## config.mk

```make
export PLATFORM = sky130hd
export DESIGN_NAME = pbr_device_flat
export DESIGN_NICKNAME = d
export VERILOG_FILES = /design/src/pbr_pkg.sv /design/src/pbr_link_if.sv /design/src/pbr_device.sv /design/src/flat_wrapper.sv
export VERILOG_INCLUDE_DIRS = /design/src
export SDC_FILE = /design/constraint.sdc
export NUM_CORES = 1
export LEC_CHECK = 0
export ABC_AREA = 1
export BUFFER_PORTS_ARGS = -buffer_cell sky130_fd_sc_hd__buf_2
export CORE_MARGIN = 2
export CORE_UTILIZATION = 25
export CTS_BUF_LIST = sky130_fd_sc_hd__clkbuf_8
export DETAILED_ROUTE_END_ITERATION = 12
export PLACE_DENSITY = 0.41
export SLEW_MARGIN = 25
export SYNTH_ARGS = -nofsm -noshare
export SYNTH_HDL_FRONTEND = slang
export SYNTH_SLANG_ARGS = --single-unit
```

## constraint.sdc

```tcl
create_clock -name i_clk -period 2.6 [get_ports i_clk]
set_clock_uncertainty 0.1 [all_clocks]
set_input_delay 0.13 -clock i_clk [delete_from_list [all_inputs] [get_ports i_clk]]
set_output_delay 0.13 -clock i_clk [all_outputs]
set_load 0.02 [all_outputs]
```

## src/pbr_map.svh

```systemverilog
// Register offsets, field positions, reset values and timing counts
`ifndef PBR_MAP_SVH
`define PBR_MAP_SVH
`define PBR_ADDR_BTN_EN      8'h04
`define PBR_ADDR_BTN_DIS     8'h05
`define PBR_ADDR_BTN_MASK    8'h06
`define PBR_ADDR_SHUTDOWN    8'h07
`define PBR_ADDR_SU_CMD      8'h10
`define PBR_ADDR_SU_CFG      8'h11
`define PBR_ADDR_SU_VOLT     8'h12
`define PBR_ADDR_SD_CTRL     8'h13
`define PBR_ADDR_SD_CFG      8'h14
`define PBR_BIT_LOW          0
`define PBR_BIT_HIGH         1
`define PBR_BIT_EN           0
`define PBR_BIT_BYPASS       1
`define PBR_RST_SU_CFG       8'h0B
`define PBR_RST_SD_CFG       8'hC8
`define PBR_RST_SU_EN        1'h1
`define PBR_RST_SU_VOLT      6'h14
`define PBR_RST_SD_EN        1'h1
`define PBR_SU_VOLT_MIN      6'h14
`define PBR_SU_VOLT_MAX      6'h28
`define PBR_SU_OC_1A         4'h1
`define PBR_SLOW_CLK_HZ      15000
`define PBR_CLK_HZ           40000000
`define PBR_WAIT_SLOW_CYC    3
`define PBR_WAIT_CYC         ((`PBR_WAIT_SLOW_CYC*`PBR_CLK_HZ+`PBR_SLOW_CLK_HZ-1)/`PBR_SLOW_CLK_HZ)
`endif

```

## src/pbr_pkg.sv

```systemverilog
// Types shared by both ends of the register link
package pbr_pkg;
  typedef enum logic [1:0] {
    PBR_MODE_AUTO = 2'b00,
    PBR_MODE_PWM  = 2'b01,
    PBR_MODE_SKIP = 2'b10,
    PBR_MODE_PASS = 2'b11
  } pbr_sd_mode_type;
  typedef enum logic [1:0] {
    PBR_H_IDLE  = 2'b00,
    PBR_H_ISSUE = 2'b01,
    PBR_H_WAIT  = 2'b10
  } pbr_host_state_type;
endpackage

```

## src/pbr_link_if.sv

```systemverilog
// Register access link between host and power unit, plus interrupt pin
`timescale 1ns/1ps
interface pbr_link_if;
  logic       req;       // Access strobe, one cycle
  logic       we;        // Write when high
  logic [7:0] addr;      // Register address
  logic [7:0] wdata;     // Write data
  logic [7:0] rdata;     // Read data, valid cycle after read strobe
  logic       rvalid;    // Read data valid pulse
  logic       irq_n_out; // Interrupt, active low
  modport dev  (input req, we, addr, wdata, output rdata, rvalid, irq_n_out);
  modport host (output req, we, addr, wdata, input rdata, rvalid, irq_n_out);
endinterface

```

## src/pbr_device.sv

```systemverilog
// Power unit end: button mask, shutdown and converter registers
// Notes on behaviour
// - Enable writes of 1 set button enables
// - Disable writes of 1 clear button enables
// - Mask register reads enables, reset zero
// - Host waits three slow clocks after writes
// - Shutdown bit 0 write shuts chip down
// - Step-up command bit 0 starts/stops converter
// - Step-up threshold field bits 3:0, reset 1011b
// - Host sets step-up threshold near 1A
// - Step-up voltage codes 010100 to 101000 only
// - Host keeps step-up voltage above input
// - Step-down control bit 0 starts/stops converter
// - Step-down bit 1 selects bypass
// - Step-down threshold field bits 3:0
// - Step-down mode field bits 5:4, reset 00
// - Step-down bit 6 power-up style, reset 1
// - Step-down bit 7 off output float, reset 1
// - Enable and voltage resets are variant constants
// - Interrupt pin is active low
`timescale 1ns/1ps
`include "pbr_map.svh"
module pbr_device
  import pbr_pkg::*;
#(
  // Variant startup values; each variant fixes its own
  parameter logic       SU_EN_RST   = `PBR_RST_SU_EN,
  parameter logic [5:0] SU_VOLT_RST = `PBR_RST_SU_VOLT,
  parameter logic       SD_EN_RST   = `PBR_RST_SD_EN
) (
  // Clock, reset and freeze
  input  wire logic        i_clk,
  input  wire logic        i_rst,
  input  wire logic        i_ce,
  // Register link toward the host
  pbr_link_if.dev          link,
  // Request level from the interrupt controller outside this block
  input  wire logic        i_irq_pending,
  // Chip and step-up levels
  output logic             o_shutdown,
  output logic             o_stepup_en,
  output logic [3:0]       o_stepup_oc,
  output logic [5:0]       o_stepup_volt_code,
  // Step-down levels
  output logic             o_stepdown_en,
  output logic             o_stepdown_bypass,
  output logic [3:0]       o_stepdown_oc,
  output pbr_sd_mode_type  o_stepdown_mode,
  output logic             o_stepdown_powerup,
  output logic             o_stepdown_off_float,
  // Button enables, bit 1 high and bit 0 low
  output logic [1:0]       o_button_irq_mask
);
  // Decoded strobes from the link
  logic       wr;             // Write strobe
  logic       rd;             // Read strobe
  // Programmable state, one register per concern
  logic [1:0] btn_mask;       // Button high/low enables
  logic       su_en;          // Step-up run
  logic [3:0] su_oc;          // Step-up threshold code
  logic [5:0] su_volt;        // Step-up voltage code
  logic [1:0] sd_ctrl;        // Step-down bypass and run
  logic [7:0] sd_cfg;         // Step-down configuration
  logic       shutdown;       // Latched shutdown request
  // Read path
  logic [7:0] next_rdata;     // Read mux

  // A strobe lasts one cycle, so each write lands exactly once
  assign wr = link.req & link.we;
  assign rd = link.req & ~link.we;

  // Button enables: set and clear resolved in one step
  // The two addresses never meet in one cycle, so no set/clear race
  always_ff @(posedge i_clk or posedge i_rst) begin
    if (i_rst) begin
      // Both interrupts start disabled
      btn_mask <= 2'h0;
    end else if (i_ce && wr) begin
      if (link.addr == `PBR_ADDR_BTN_EN) begin
        // Ones set bits; zeros leave them alone
        btn_mask <= btn_mask | link.wdata[1:0];
      end else if (link.addr == `PBR_ADDR_BTN_DIS) begin
        // Ones clear bits; zeros leave them alone
        btn_mask <= btn_mask & ~link.wdata[1:0];
      end
    end
  end

  // Shutdown is sticky: once requested the chip stays down until reset
  always_ff @(posedge i_clk or posedge i_rst) begin
    if (i_rst) begin
      shutdown <= 1'b0;
    end else if (i_ce && wr && link.addr == `PBR_ADDR_SHUTDOWN
                 && link.wdata[`PBR_BIT_LOW]) begin
      // Only bit 0 counts; a zero there is ignored
      shutdown <= 1'b1;
    end
  end

  // Step-up run bit; reset level belongs to the variant
  always_ff @(posedge i_clk or posedge i_rst) begin
    if (i_rst) begin
      su_en <= SU_EN_RST;
    end else if (i_ce && wr && link.addr == `PBR_ADDR_SU_CMD) begin
      // Bit 0 is taken as written: one runs, zero stops
      su_en <= link.wdata[`PBR_BIT_EN];
    end
  end

  // Step-up overcurrent code; the upper four bits are not stored
  always_ff @(posedge i_clk or posedge i_rst) begin
    if (i_rst) begin
      // Reset threshold is high; the host lowers it at startup
      su_oc <= 4'(`PBR_RST_SU_CFG);
    end else if (i_ce && wr && link.addr == `PBR_ADDR_SU_CFG) begin
      // Codes past the table are kept as given; the host keeps them out
      su_oc <= link.wdata[3:0];
    end
  end

  // Step-up output voltage code
  always_ff @(posedge i_clk or posedge i_rst) begin
    if (i_rst) begin
      su_volt <= SU_VOLT_RST;
    end else if (i_ce && wr && link.addr == `PBR_ADDR_SU_VOLT) begin
      // Forbidden low codes are dropped so the output never collapses
      if (link.wdata[5:0] >= `PBR_SU_VOLT_MIN) begin
        su_volt <= link.wdata[5:0];
      end
    end
  end

  // Step-down run and bypass bits
  always_ff @(posedge i_clk or posedge i_rst) begin
    if (i_rst) begin
      // Bypass starts off so the output regulates from power-up
      sd_ctrl <= {1'b0, SD_EN_RST};
    end else if (i_ce && wr && link.addr == `PBR_ADDR_SD_CTRL) begin
      // Both bits are taken as written
      sd_ctrl <= link.wdata[1:0];
    end
  end

  // Step-down configuration: threshold, mode, power-up style, off state
  always_ff @(posedge i_clk or posedge i_rst) begin
    if (i_rst) begin
      // Automatic mode, slow start, floating output when off
      sd_cfg <= `PBR_RST_SD_CFG;
    end else if (i_ce && wr && link.addr == `PBR_ADDR_SD_CFG) begin
      // All eight bits are live, so the byte is kept whole
      sd_cfg <= link.wdata;
    end
  end

  // Read mux; write-only and unmapped addresses read zero
  // Settles on any address; only a read strobe samples it
  always_comb begin
    case (link.addr)
      `PBR_ADDR_BTN_MASK: next_rdata = {6'h00, btn_mask};
      `PBR_ADDR_SU_CMD:   next_rdata = {7'h00, su_en};
      `PBR_ADDR_SU_CFG:   next_rdata = {4'h0, su_oc};
      `PBR_ADDR_SU_VOLT:  next_rdata = {2'h0, su_volt};
      `PBR_ADDR_SD_CTRL:  next_rdata = {6'h00, sd_ctrl};
      `PBR_ADDR_SD_CFG:   next_rdata = sd_cfg;
      default:            next_rdata = 8'h00;
    endcase
  end

  // Registered read answer, one cycle after the strobe
  always_ff @(posedge i_clk or posedge i_rst) begin
    if (i_rst) begin
      link.rdata  <= 8'h00;
      link.rvalid <= 1'b0;
    end else if (i_ce) begin
      // Valid follows the strobe by exactly one cycle
      link.rvalid <= rd;
      if (rd) begin
        // Data is kept between reads so a late look still sees it
        link.rdata <= next_rdata;
      end
    end
  end

  // Interrupt pin; request supplied by the global controller outside
  // Registered so a decode glitch never reaches the host
  always_ff @(posedge i_clk or posedge i_rst) begin
    if (i_rst) begin
      // Released pin means no request
      link.irq_n_out <= 1'b1;
    end else if (i_ce) begin
      link.irq_n_out <= ~i_irq_pending;
    end
  end

  // All outputs come straight from registers
  // Chip and step-up levels
  assign o_shutdown           = shutdown;
  assign o_stepup_en          = su_en;
  assign o_stepup_oc          = su_oc;
  assign o_stepup_volt_code   = su_volt;
  // Step-down levels
  assign o_stepdown_en        = sd_ctrl[`PBR_BIT_EN];
  assign o_stepdown_bypass    = sd_ctrl[`PBR_BIT_BYPASS];
  assign o_stepdown_oc        = sd_cfg[3:0];
  assign o_stepdown_mode      = pbr_sd_mode_type'(sd_cfg[5:4]);
  assign o_stepdown_powerup   = sd_cfg[6];
  assign o_stepdown_off_float = sd_cfg[7];
  // Button enables
  assign o_button_irq_mask    = btn_mask;
endmodule

```

## src/flat_wrapper.sv

```systemverilog
// flat-port wrapper written by rule: the top's interface ports become plain ports
module pbr_device_flat import pbr_pkg::*;
#(
                                                       
  parameter logic       SU_EN_RST   = `PBR_RST_SU_EN,
  parameter logic [5:0] SU_VOLT_RST = `PBR_RST_SU_VOLT,
  parameter logic       SD_EN_RST   = `PBR_RST_SD_EN
)
  (i_clk, i_rst, i_ce, i_irq_pending, o_shutdown, o_stepup_en, o_stepup_oc, o_stepup_volt_code, o_stepdown_en, o_stepdown_bypass, o_stepdown_oc, o_stepdown_mode, o_stepdown_powerup, o_stepdown_off_float, o_button_irq_mask, link_req, link_we, link_addr, link_wdata, link_rdata, link_rvalid, link_irq_n_out);
  pbr_link_if link_i ();
  input  wire logic i_clk;
  input  wire logic i_rst;
  input  wire logic i_ce;
  input  wire logic i_irq_pending;
  output logic o_shutdown;
  output logic o_stepup_en;
  output logic [3:0] o_stepup_oc;
  output logic [5:0] o_stepup_volt_code;
  output logic o_stepdown_en;
  output logic o_stepdown_bypass;
  output logic [3:0] o_stepdown_oc;
  output pbr_sd_mode_type o_stepdown_mode;
  output logic o_stepdown_powerup;
  output logic o_stepdown_off_float;
  output logic [1:0] o_button_irq_mask;
  input wire logic [$bits(link_i.req)-1:0] link_req;
  input wire logic [$bits(link_i.we)-1:0] link_we;
  input wire logic [$bits(link_i.addr)-1:0] link_addr;
  input wire logic [$bits(link_i.wdata)-1:0] link_wdata;
  output wire logic [$bits(link_i.rdata)-1:0] link_rdata;
  output wire logic [$bits(link_i.rvalid)-1:0] link_rvalid;
  output wire logic [$bits(link_i.irq_n_out)-1:0] link_irq_n_out;
  assign link_i.req = link_req;
  assign link_i.we = link_we;
  assign link_i.addr = link_addr;
  assign link_i.wdata = link_wdata;
  assign link_rdata = link_i.rdata;
  assign link_rvalid = link_i.rvalid;
  assign link_irq_n_out = link_i.irq_n_out;
  pbr_device #(.SU_EN_RST(SU_EN_RST), .SU_VOLT_RST(SU_VOLT_RST), .SD_EN_RST(SD_EN_RST)) u_core (.i_clk(i_clk), .i_rst(i_rst), .i_ce(i_ce), .link(link_i), .i_irq_pending(i_irq_pending), .o_shutdown(o_shutdown), .o_stepup_en(o_stepup_en), .o_stepup_oc(o_stepup_oc), .o_stepup_volt_code(o_stepup_volt_code), .o_stepdown_en(o_stepdown_en), .o_stepdown_bypass(o_stepdown_bypass), .o_stepdown_oc(o_stepdown_oc), .o_stepdown_mode(o_stepdown_mode), .o_stepdown_powerup(o_stepdown_powerup), .o_stepdown_off_float(o_stepdown_off_float), .o_button_irq_mask(o_button_irq_mask));
endmodule
```

# Yosys cells after proc, flatten, opt, wreduce, memory -nomap -nowiden
# Index checks and enable logic that the tools add are counted.
op_classes:
  reduce_logical: 12
  bitwise: 7
  eq_ne: 9
  order_cmp: 1
  n_mux: 3
op_table:
  columns: ["cell", "count"]
  rows:
  - ["$pmux W8 S6", 1]
  - ["$eq A8 B5 Y1 const B", 5]
  - ["$eq A8 B3 Y1 const B", 4]
  - ["$logic_and A1 B1 Y1", 8]
  - ["$ge A6 B5 Y1 const B", 1]
  - ["$reduce_and A2 Y1", 3]
  - ["$mux W2", 2]
  - ["$and A1 B1 Y1", 2]
  - ["$and A2 B2 Y2", 1]
  - ["$not A1 Y1", 2]
  - ["$not A2 Y2", 1]
  - ["$or A2 B2 Y2", 1]
  - ["$reduce_bool A2 Y1", 1]
totals:
  output_inout_bits: 34
  register_bits: 34
  word_cells: 42
  in_bits: 22

# Longest topological paths before layout
# Gate-level depths: netlist (run 1).
logic_depth:
  ltp_word: 4
  ltp_mapped: 10
  depth_no_buf: 9

# Least setup slack after synthesis (run 1)
# Ideal clock, no wire load.
synth_timing:
  path_kind: "input-to-reg"
  startpoint: "input link_addr[5]"
  endpoint: "register u_core.sd_cfg[0]"
  t_arrival_ns: 0.890
  path_slack_ns: 1.489
  path_stages: 9
  setup_ns: 0.121
  t_required_ns: 2.379
  n_path_buf: 1
  path_cell_list: "inv_2 > nand2_2 > nor2_8 > nand2_4 > inv_6 > nand2_4 > buf_6 > nand2_1 > o21ai_2"
synth_between:
  elab_chain_cells: 2
synth_lines:
  columns: ["element", "line", "source"]
  rows:
  - ["start: declaration", "flat_wrapper.sv:28", "input wire logic [$bits(link_i.addr)-1:0] link_addr;"]
  - ["$eq A8 B5 Y1 (no line)", null, null]
  - ["$logic_and A1 B1 Y1 (no line)", null, null]
  - ["end signal: assignment", "pbr_device.sv:148", "sd_cfg <= `PBR_RST_SD_CFG;"]
  - ["end signal: assignment", "pbr_device.sv:151", "sd_cfg <= link.wdata;"]
  - ["end: declaration", "pbr_device.sv:63", "logic [7:0] sd_cfg;"]
# No other way between the ends.
# A chain may end at the register's enable or synchronous reset.

# Final worst setup path (run 1)
layout_timing:
  startpoint: "register u_core.su_oc[0], in the netlist u_core.o_stepup_oc[0]"
  endpoint: "output o_stepup_oc[0]"
layout_rtl:
  columns: ["element", "line", "source"]
  rows:
  - ["start: declaration", "pbr_device.sv:60", "logic [3:0] su_oc;"]
  - ["start signal: assignment", "pbr_device.sv:114", "su_oc <= 4'(`PBR_RST_SU_CFG);"]
  - ["start signal: assignment", "pbr_device.sv:117", "su_oc <= link.wdata[3:0];"]
  - ["end: declaration", "flat_wrapper.sv:17", "output logic [3:0] o_stepup_oc;"]
# No word-level cell between the ends.

==> impl_results.md, run 1 <==
- Total count of hold-check failures in the final report: 0
- Crit path capture: o_stepup_oc[0]
- Setup CP Type: register to primary output
- CTS sink cnt: 34
- Data required time of the critical path: roughly 2.4 ns
- Net Count, Synth: between 200 and 250
- Maximum VDD drop: approximately 180 uV
- Commonest non-fill, non-tap cell in the layout: nand2_1
- Run status: finished clean
- Remaining antenna violation count after routing: 0
- Synth Cell Area: about 0.0018 mm^2
- I/O pin count: 56
- Via count: approximately 1,500
- Clk Tree Root Cell: clkbuf_8
- Antenna violations before repair: 0
- Routability-driven placement congestion ratio: around 0.75
- Post-synthesis cell type count: 25
- Starting density of the core: between 20% and 30%
- Die H: 88.2 um
- FF/Latch Area: about 860 um^2
- Post-detailed-routing wire length: 4540 um
- Max H-tree Level: 2
- Average via count per standard cell: between 4 and 5
- Synthesis-to-finish area growth: 31.1%
- Die area: just under 0.008 mm^2
- Resized cells post-CTS: 0
- Highest fanout seen on the critical path: 3
- Worst skew pair latency: between 0.2 and 0.3 ns
- Fill cell total of the finished layout: roughly 750
- Worst hold stages: 3
- Largest net degree at the start of global routing: 35
- Final sum of negative setup slack: 0 ns
- Number of warnings issued by yosys: 0
- Sequential-to-total area share from yosys stat: 48.8%
- Type of the tightest min-delay check: primary input to register
- Largest incremental delay on the critical path: between 0.5 and 0.6 ns
- Number of cells traversed by the worst register-to-register path: 6
- Max Transition Viols Final: 0
- Worst-Margin Slew: around 0.45 ns
- Total half-perimeter wirelength after legalization and detailed placement: around 3400 um
- Via count of the first global-routing pass: ~1,500
- Leakage Power: between 1 and 1.5 nW
- Startpoint types: register
- Upper clock frequency limit: 802 MHz
- Per-cell routed wire length: around 12 um
- Count of input and output buffers: between 50 and 60
- Slowest CP cell: dfstp_2
- Die Wd: approximately 88 um
- Most used cells in the layout excluding fill and tap cells: nand2_1, buf_2, dfrtp_1
- Period minus WS final: between 1 and 1.5 ns
- Sort of element at the end of the critical path: primary output
- Mean area per synthesized cell: about 8.4 um^2
- Gate count of the mapped netlist: 210
- CP Cell Sequence: buf_2
- Total area of multi-input combinational cells: between 700 and 800 um^2
- Worst r2r src: u_core.sd_ctrl[0]
- Power density normalized to cell area: 549 mW/mm^2
- GRT Total Usage: between 10% and 20%
- Number of max-cap violations: 0
- Clock transition at the registers of the reported paths: ~0.080 ns
- Maximum clock path buffer count: 2
- Flop2flop setup slack: ~1.5 ns
- Number of instances in the placed design: roughly 360
- Post-CTS setup buffers: 0
- Number of DRC markers after the initial detailed-route iteration: 37
- Buffer and inverter count on the worst path: 1
- Final setup violation count: 0
- Slew Limit Headroom: between 60% and 70%
- Number of nets in the layout: between 200 and 300
- Core Region: just under 0.007 mm^2
- Total of flip-flops plus latches after synthesis: 34
- Layout cells sized above 1: 40.4%
- Critical path depth in cells: 1
- Pre-Repair DR Iteration Count: 4
- Number of core rows: 30
- Number of buffers inserted by hold repair at cts: 4
- CTS tree: yes
- First-pass GRT wire length: 7280 um
- Grt ovf: 0
- CP top delay family: flip-flops
- CP Launch Point: u_core.o_stepup_oc[0]
- Post-route fraction of the period consumed by the critical path: between 40 and 50%
- CTS buffer count: 5
- R2R Path End: u_core.link.rdata[0]
- DRC violation count after routing: 0
- Final cell count without fillers: about 370
- RSZ-0062 raised after global routing: no
- Crit path arrival time: roughly 1.0 ns
- Total inserted antenna cells: 0
## cell families after synthesis
logic type             after synthesis  share of synthesized area (%)
AND/OR/NAND/NOR                    119                           32.1
flip-flops                          34                           48.8
AO/OA/AOI/OAI                       26                           11.0
buffers and inverters               31                           8.12
## registers in the layout (all words and copies together) (netlist names), named ones only
signal	cells
u_core.o_shutdown	1
u_core.sd_ctrl	2
u_core.link.rvalid	1
u_core.o_stepup_en	1
u_core.o_stepup_oc	4
u_core.o_stepup_volt_code	6
u_core.link.rdata	8
u_core.link.irq_n_out	1
u_core.sd_cfg	8
## synth_stat cells (all sizes together)
cell type / count / area share, %
a21oi: 2 / 0.78
a31o: 1 / 0.49
buf: 3 / 1.9
dfrtp: 23 / 32
dfstp: 11 / 16
inv: 28 / 6.2
nand2: 73 / 17
nand3: 23 / 6.8
nand4: 1 / 0.71
nor2: 20 / 6.6
nor3: 2 / 1.2
o21a: 4 / 1.7
o21ai: 18 / 7.6
o31ai: 1 / 0.42
## per-stage QoR
stage / util (%) / total power, mW / hold slack (ns) / cell area [um^2] / setup slack [ns]
final: 34.0 / 1.28 / 0.00975 / 2320 / 1.35
after floorplan: - / 0.621 / 0.107 / 1770 / 1.49
after detailed placement: 31.4 / 0.667 / 0.164 / 2140 / 1.11
after global placement: 31.4 / 0.667 / 0.164 / 2140 / 1.13
after global routing: 34.0 / 1.33 / 0.0222 / 2320 / 1.32
after CTS: 34.0 / 1.30 / 0.00251 / 2320 / 1.34
## worst min-delay path by stage
stage | startpoint | to
CTS | link_wdata[4] | u_core.o_stepup_volt_code[4]
finish | link_wdata[4] | u_core.o_stepup_volt_code[4]
global route | link_wdata[0] | u_core.o_shutdown
global placement | i_rst | async pin
floorplan | i_irq_pending | u_core.link.irq_n_out
detailed placement | i_rst | async pin
## per-layer routing
layer | vias to the layer above | part of all wire, % | GRT usage [%]
li1 | 788 | - | -
met1 | 679 | 49 | 17.6
met2 | 34 | 45 | 18.7
met3 | 5 | 4.4 | 2.99
met4 | 0 | 1.6 | 4.13
met5 | - | 0 | 0
## power by group
part | switching, mW | leakage (nW) | internal, mW
logic | 0.0732 | 0.770 | 0.0364
clock network | 0.208 | 0.0714 | 0.409
registers | 0.00683 | 0.424 | 0.542
## worst min-delay path, cell delays in order
cell and delay (ns):
buf_2 0.10, inv_1 0.10, o21ai_2 0.07
## cell type report
type                    count  area share [%]
clock buffers               6            3.55
multi-input cells         145            32.9
well taps                  96            5.17
flip-flops and latches     34            37.2
inverters                  28            4.74
clock inverters             2            2.58
repair buffers             60            13.9
No activity file was read; power rests on OpenSTA's default activity.
==> run 2: changes to the inputs <==
==> constraint.sdc (replaced) <==
create_clock -name i_clk -period 1.2 [get_ports i_clk]
set_clock_uncertainty 0.1 [all_clocks]
set_input_delay 0.06 -clock i_clk [delete_from_list [all_inputs] [get_ports i_clk]]
set_output_delay 0.06 -clock i_clk [all_outputs]
set_load 0.02 [all_outputs]
==> run 2 against run 1 <==
  * Die area did not move
  * Non-clock buffer count rose by 20
  * Via count rose by 5.1%
  * Largest power group is now registers
  * First-iteration DRC count rose by 65%
  * Worst setup slack got worse by 1.3 ns
  * Sequential power rose by 120%
  * Register-to-register slack got worse by 1.3 ns
==> impl_results.md, run 2 (synthesized netlist as in run 1, its figures left out) <==
- Post-detailed-routing wire length: approximately 4700 um
- Max Transition Viols Final: 0
- Routability-driven placement congestion ratio: roughly 0.72
- CTS sink cnt: 34
- Largest incremental delay on the critical path: 0.56 ns
- Via count of the first global-routing pass: around 1,500
- Run status: finished clean
- Leakage Power: approximately 1.4 nW
- Worst-Margin Slew: around 0.24 ns
- Highest fanout seen on the critical path: 3
- Post-Route Utilization: between 30% and 40%
- Upper clock frequency limit: around 860 MHz
- Final worst hold slack: around 0.024 ns
- Clk pwr share: a little over two fifths
- Net load switching power: around 600 uW
- Via count: 1,583
- Post-route standard cell area excluding fillers: ~0.0025 mm^2
- Sort of element at the end of the critical path: primary output
- Synthesis-to-finish area growth: 41.1%
- Average via count per standard cell: roughly 4.0
- CP top delay family: flip-flops
- Overall power consumption: 2.56 mW
- Worst hold stages: 4
- Total count of hold-check failures in the final report: 0
- Number of max-cap violations: 0
- Internal Power: ~2.0 mW
- Antenna violations before repair: 0
- Clock transition at the registers of the reported paths: about 0.070 ns
- Number of cells traversed by the worst register-to-register path: 6
- Remaining antenna violation count after routing: 0
- Post-route fraction of the period consumed by the critical path: roughly 97%
- Sequential share of power: between 40% and 50%
- Number of nets in the layout: between 300 and 400
- Die Wd: 88.2 um
- Final setup violation count: 0
- Starting density of the core: between 20% and 30%
- Max H-tree Level: 2
- Setup CP Type: register to primary output
- Final Worst Setup Slack: ~0.039 ns
- CTS buffer count: 5
- Startpoint types: register
- I/O pin count: 56
- Data required time of the critical path: about 1.0 ns
- Worst skew pair latency: approximately 0.29 ns
- CTS tree: yes
- Maximum VDD drop: around 500 uV
- Worst r2r src: u_core.sd_ctrl[0]
- CP Cell Sequence: buf_2
- Commonest non-fill, non-tap cell in the layout: nand2_1
- Part of the power in combinational logic: between 10% and 20%
- Type of the tightest min-delay check: primary input to register
- Final sum of negative setup slack: 0 ns
- Total inserted antenna cells: 0
- Total half-perimeter wirelength after legalization and detailed placement: roughly 3600 um
- R2R Path End: u_core.link.rdata[0]
- RSZ-0062 raised after global routing: no
- Period minus WS final: ~1.2 ns
- Power density normalized to cell area: 1020 mW/mm^2
- Per-cell routed wire length: between 10 and 15 um
- Layout cells sized above 1: between 40% and 50%
- Buffer and inverter count on the worst path: 1
- Crit path arrival time: 1.00 ns
- GRT Total Usage: around an eighth
- Most used cells in the layout excluding fill and tap cells: nand2_1, buf_2, dfrtp_1
- Die H: between 80 and 90 um
- Flop2flop setup slack: about 0.14 ns
- CP Launch Point: u_core.o_stepup_en
- Maximum clock path buffer count: 2
- Grt ovf: 0
- Core Region: between 0.006 and 0.007 mm^2
- DRC violation count after routing: 0
- Die area: about 0.008 mm^2
- Slew Limit Headroom: 83.8%
- Clk Tree Root Cell: clkbuf_8
- Pre-CTS setup slack: -0.0145 ns
- Slowest CP cell: dfstp_2
- Hold Path Origin: link_wdata[1]
- Instance area after placement: ~0.0023 mm^2
- First-pass GRT wire length: ~7600 um
- Largest net degree at the start of global routing: 35
- Number of DRC markers after the initial detailed-route iteration: 61
- Number of instances in the placed design: about 370
- Number of core rows: 30
- Count of input and output buffers: 55
- Final cell count without fillers: 391
- Share of total power consumed by net switching: between 20% and 30%
- Pre-Repair DR Iteration Count: 4
run 2: cell count changes in the layout (fill, tap and decap cells not counted), sizes merged:
cell / delta
dlygate4sd3: +6
inv: +1
bufinv: -1
buf: +14
run 2: what timing repair did:
item,CTS,global route
endpoints found under the setup margin,0,3
resized for setup,0,5
hold buffers,10,1
buffers inserted,0,0
hold endpoints to repair,44,2
run 2: metal layers:
metal / track usage (%) / wire [um] / vias to the layer above
met5: 0 / 0 / -
met4: 4.55 / 65 / 0
met3: 3.17 / 204 / 4
met2: 20.7 / 2170 / 33
met1: 17.3 / 2260 / 717
li1: - / - / 829
run 2: cell type report:
type | instances | area [um^2]
clock buffers | 6 | 82.6
multi-input cells | 145 | 769
clock inverters | 2 | 33.8
flip-flops and latches | 34 | 865
well taps | 96 | 120
inverters | 28 | 113
fillers | 757 | 4330
repair buffers | 80 | 519
run 2: worst max-delay path by stage:
stage          cells after the start              endpoint
2_1_floorplan                      6  u_core.link.rdata[0]
3_3_place_gp                       9              register
3_5_place_dp                       9              register
4_1_cts                            1    o_stepdown_powerup
5_1_grt                            1           o_stepup_en
6_report                           1           o_stepup_en
run 2: tightest hold or removal path: stages:
cell	delay (ns)
buf_2	0.11
nand3_1	0.09
o21ai_0	0.07
inv_1	0.05
run 2: power groups by stage:
stage / Sequential, mW / Combinational (mW) / Clock, mW
2_1_floorplan: 1.23 / 0.112 / 0
3_3_place_gp: 1.21 / 0.259 / 0
3_5_place_dp: 1.21 / 0.259 / 0
4_1_cts: 1.19 / 0.285 / 1.13
5_1_grt: 1.19 / 0.311 / 1.17
6_report: 1.19 / 0.282 / 1.09
==> run 3: changes to the inputs <==
--- a/config.mk
+++ b/config.mk
@@ -6,13 +6,12 @@
 export SDC_FILE = /design/constraint.sdc
 export NUM_CORES = 1
 export LEC_CHECK = 0
-export ABC_AREA = 1
 export BUFFER_PORTS_ARGS = -buffer_cell sky130_fd_sc_hd__buf_2
 export CORE_MARGIN = 2
 export CORE_UTILIZATION = 25
 export CTS_BUF_LIST = sky130_fd_sc_hd__clkbuf_8
 export DETAILED_ROUTE_END_ITERATION = 12
-export PLACE_DENSITY = 0.41
+export PLACE_DENSITY = 0.42
 export SLEW_MARGIN = 25
 export SYNTH_ARGS = -nofsm -noshare
 export SYNTH_HDL_FRONTEND = slang
==> run 3 against run 2 <==
  * The flow now finishes with violations (negative setup slack)
  * Critical endpoint is now u_core.link.rdata[0]
  * Clock power increased by 17%
  * Count of clock-buffer cells in the layout decreased by 1
  * Combinational power increased by 11%
  * Critical path type is now register to register
  * Global-route usage increased by 0.81 points
  * Synthesized cell count decreased by 37%
  * Design area increased by 7.2%
  * Hold slack got worse by 0.0097 ns
  * Power increased by 8.6%
==> impl_results.md, run 3 <==
- Run status: finished with violations
- Violations in the final reports: negative setup slack
- Die area: between 0.007 and 0.008 mm^2
- Net Count, Synth: about 160
- Clk Tree Root Cell: clkbuf_8
- CTS tree: yes
- Flop2flop setup slack: -0.30 ns
- RSZ-0062 raised after global routing: yes
- Worst skew pair latency: about 0.29 ns
- Instance area after placement: ~0.0023 mm^2
- Post-route standard cell area excluding fillers: 0.00268 mm^2
- Post-synthesis cell type count: 37
- Type of the tightest min-delay check: primary input to register
- Worst-Margin Slew: around 0.28 ns
- Final setup violation count: 13
- Period minus WS final: about 1.5 ns
- Layout cells sized above 1: between 60% and 70%
- Library cell with the largest summed area after synthesis: dfrtp_1
- Number of enable-type register cells in the synthesized netlist: 0
- Total count of hold-check failures in the final report: 0
- Number of DRC markers after the initial detailed-route iteration: 54
- Proportion of register bits with asynchronous set or reset after synthesis: 100%
- Post-route fraction of the period consumed by the critical path: 125%
- First-pass GRT wire length: 7830 um
- Final sum of negative setup slack: -1.09 ns
- Gate count of the mapped netlist: about 130
- Number of max-cap violations: 0
- Synthesis-to-finish area growth: 65.3%
- Number of cells traversed by the worst register-to-register path: 4
- Startpoint types: register
- Most used routing layer in global routing: met2
- Total half-perimeter wirelength after legalization and detailed placement: 3540 um
- CTS sink cnt: 34
- Power density normalized to cell area: approximately 1000 mW/mm^2
- Via count of the first global-routing pass: 1,547
- Count of input and output buffers: between 50 and 60
- Largest net degree at the start of global routing: 35
- Sort of element at the end of the critical path: register
- Average via count per standard cell: ~4.6
- Starting density of the core: between 20% and 30%
- Most common library cells after synthesis: dfrtp_1, mux2_2, dfstp_2, nand2_1, o21ai_0
- Final Worst Setup Slack: -0.299 ns
- Number of core rows: 29
- Leakage Power: between 1 and 1.5 nW
- Hold Path Sink: u_core.o_stepup_oc[0]
- Number of warnings issued by yosys: 0
- Per-cell routed wire length: roughly 15 um
- Pre-Repair DR Iteration Count: 4
- Data required time of the critical path: around 1.3 ns
- Leading cell type by number of instances after synthesis: dfrtp_1
- Sequential-to-total area share from yosys stat: a little over half
- Routability-driven placement congestion ratio: slightly below 0.8
- Highest fanout seen on the critical path: 2
- Via count: between 1,000 and 1,500
- Antenna violations before repair: 0
- Post-detailed-routing wire length: around 4800 um
- Worst r2r src: u_core.o_stepup_volt_code[0]
- Total of flip-flops plus latches after synthesis: 34
- Met3 Use GR: under 10%
- R2R Path End: u_core.link.rdata[0]
- Most used cells in the layout excluding fill and tap cells: buf_2, buf_4, dfrtp_1
- CTS buffer count: 5
- Synth top area share: between 30 and 40%
- Maximum VDD drop: roughly 400 uV
- GRT Total Usage: between 10 and 15%
- Clock transition at the registers of the reported paths: 0.08 ns
- Crit path arrival time: ~1.6 ns
- Number of nets in the layout: 259
- Die Wd: ~85 um
- DRC violation count after routing: 0
- Core Region: roughly 0.0063 mm^2
- Remaining antenna violation count after routing: 0
- Hold Path Origin: link_wdata[0]
- Upper clock frequency limit: 667 MHz
- Commonest register cell after synthesis: dfrtp_1
- Commonest non-fill, non-tap cell in the layout: buf_2
- Maximum clock path buffer count: 2
- Max H-tree Level: 2
- Total inserted antenna cells: 0
- Setup CP Type: register to register
- Met2 usage in global routing: around 22%
- Grt ovf: 0
- Worst hold stages: 2
- Overall power consumption: between 2 and 3 mW
- Biggest area contributors in the synthesized netlist: dfrtp_1, dfstp_2, mux2_2
- Mean area per synthesized cell: about 12 um^2
- Slew Limit Headroom: 81.3%
- Fraction of met1 tracks used by global routing: 18.5%
- Max Transition Viols Final: 0
- Synth Cell Area: between 0.0015 and 0.002 mm^2
- I/O pin count: 56
- Die H: approximately 85 um
- Pre-CTS setup slack: -0.434 ns
run 3: cell count changes in the layout (fill, tap and decap cells not counted), sizes merged, moves of 4 or more:
| cell | before | now |
|---|---|---|
| nand2 | 73 | 11 |
| buf | 70 | 96 |
| inv | 29 | 3 |
| mux2 | 0 | 22 |
| nand3 | 23 | 2 |
| nor2 | 20 | 4 |
| o21ai | 18 | 8 |
| a22oi | 0 | 5 |
| nor2b | 0 | 5 |
| and3 | 0 | 4 |
run 3: cell families (layout without fill, tap and decap cells):
kind of cell / Yosys count / in the layout / share of synthesized area (%)
and+or+nand+nor: 41 / 41 / 16.7
DFF: 34 / 34 / 53.3
muxes: 24 / 24 / 17.3
AOI/OAI and AO/OA: 25 / 25 / 10.4
buffers and inverters: 9 / 114 / 2.31
run 3: cell type report:
cell class | count | area, um^2
fillers | 630 | 3630
well taps | 77 | 96.3
clock buffers | 5 | 68.8
clock inverters | 3 | 68.8
multi-input cells | 90 | 817
flip-flops and latches | 34 | 868
repair buffers | 103 | 752
inverters | 3 | 11.3
run 3: worst max-delay path by stage:
stage                                 startpoint                            to  depth (start not counted)
global route        u_core.o_stepup_volt_code[0]          u_core.link.rdata[0]                          4
floorplan           u_core.o_stepup_volt_code[0]          u_core.link.rdata[0]                          4
global placement                    link_addr[5]  u_core.o_stepup_volt_code[0]                          6
finish              u_core.o_stepup_volt_code[0]          u_core.link.rdata[0]                          4
CTS                 u_core.o_stepup_volt_code[0]          u_core.link.rdata[0]                          4
detailed placement                  link_addr[5]  u_core.o_stepup_volt_code[0]                          6
run 3: metal layers:
layer  vias up  wire, um
met1       697      2210
met4         0        43
met2        47      2260
met3         5       271
li1        691         -
met5         -         0
run 3: timing repair:
action                                  in CTS  in global routing
endpoints found under the setup margin      20                 27
buffers inserted                             2                  4
hold endpoints to repair                    44                  0
pin swaps                                    3                  8
hold buffers                                 7                  0
gates resized for setup                     25                 18
run 3: report_power, final:
group	switching [mW]	internal, mW
registers	0.0118	1.17
clock network	0.450	0.832
logic	0.156	0.157
total	0.617	2.16
run 3: per-stage QoR:
stage | utilization [%] | hold slack, ns | std cells
after global placement | 36.0 | 0.0156 | 294
after detailed placement | 36.0 | 0.0214 | 294
after CTS | 41.0 | 0.00566 | 311
final | 42.5 | 0.0144 | 315
after floorplan | - | 0.0183 | 133
after global routing | 42.5 | 0.0130 | 315
run 3: critical path, cell delays in order (launching register included):
cell	delay, ns
dfrtp_2	0.40
mux4_2	0.46
and3_4	0.20
a211oi_2	0.15
o21ai_1	0.07
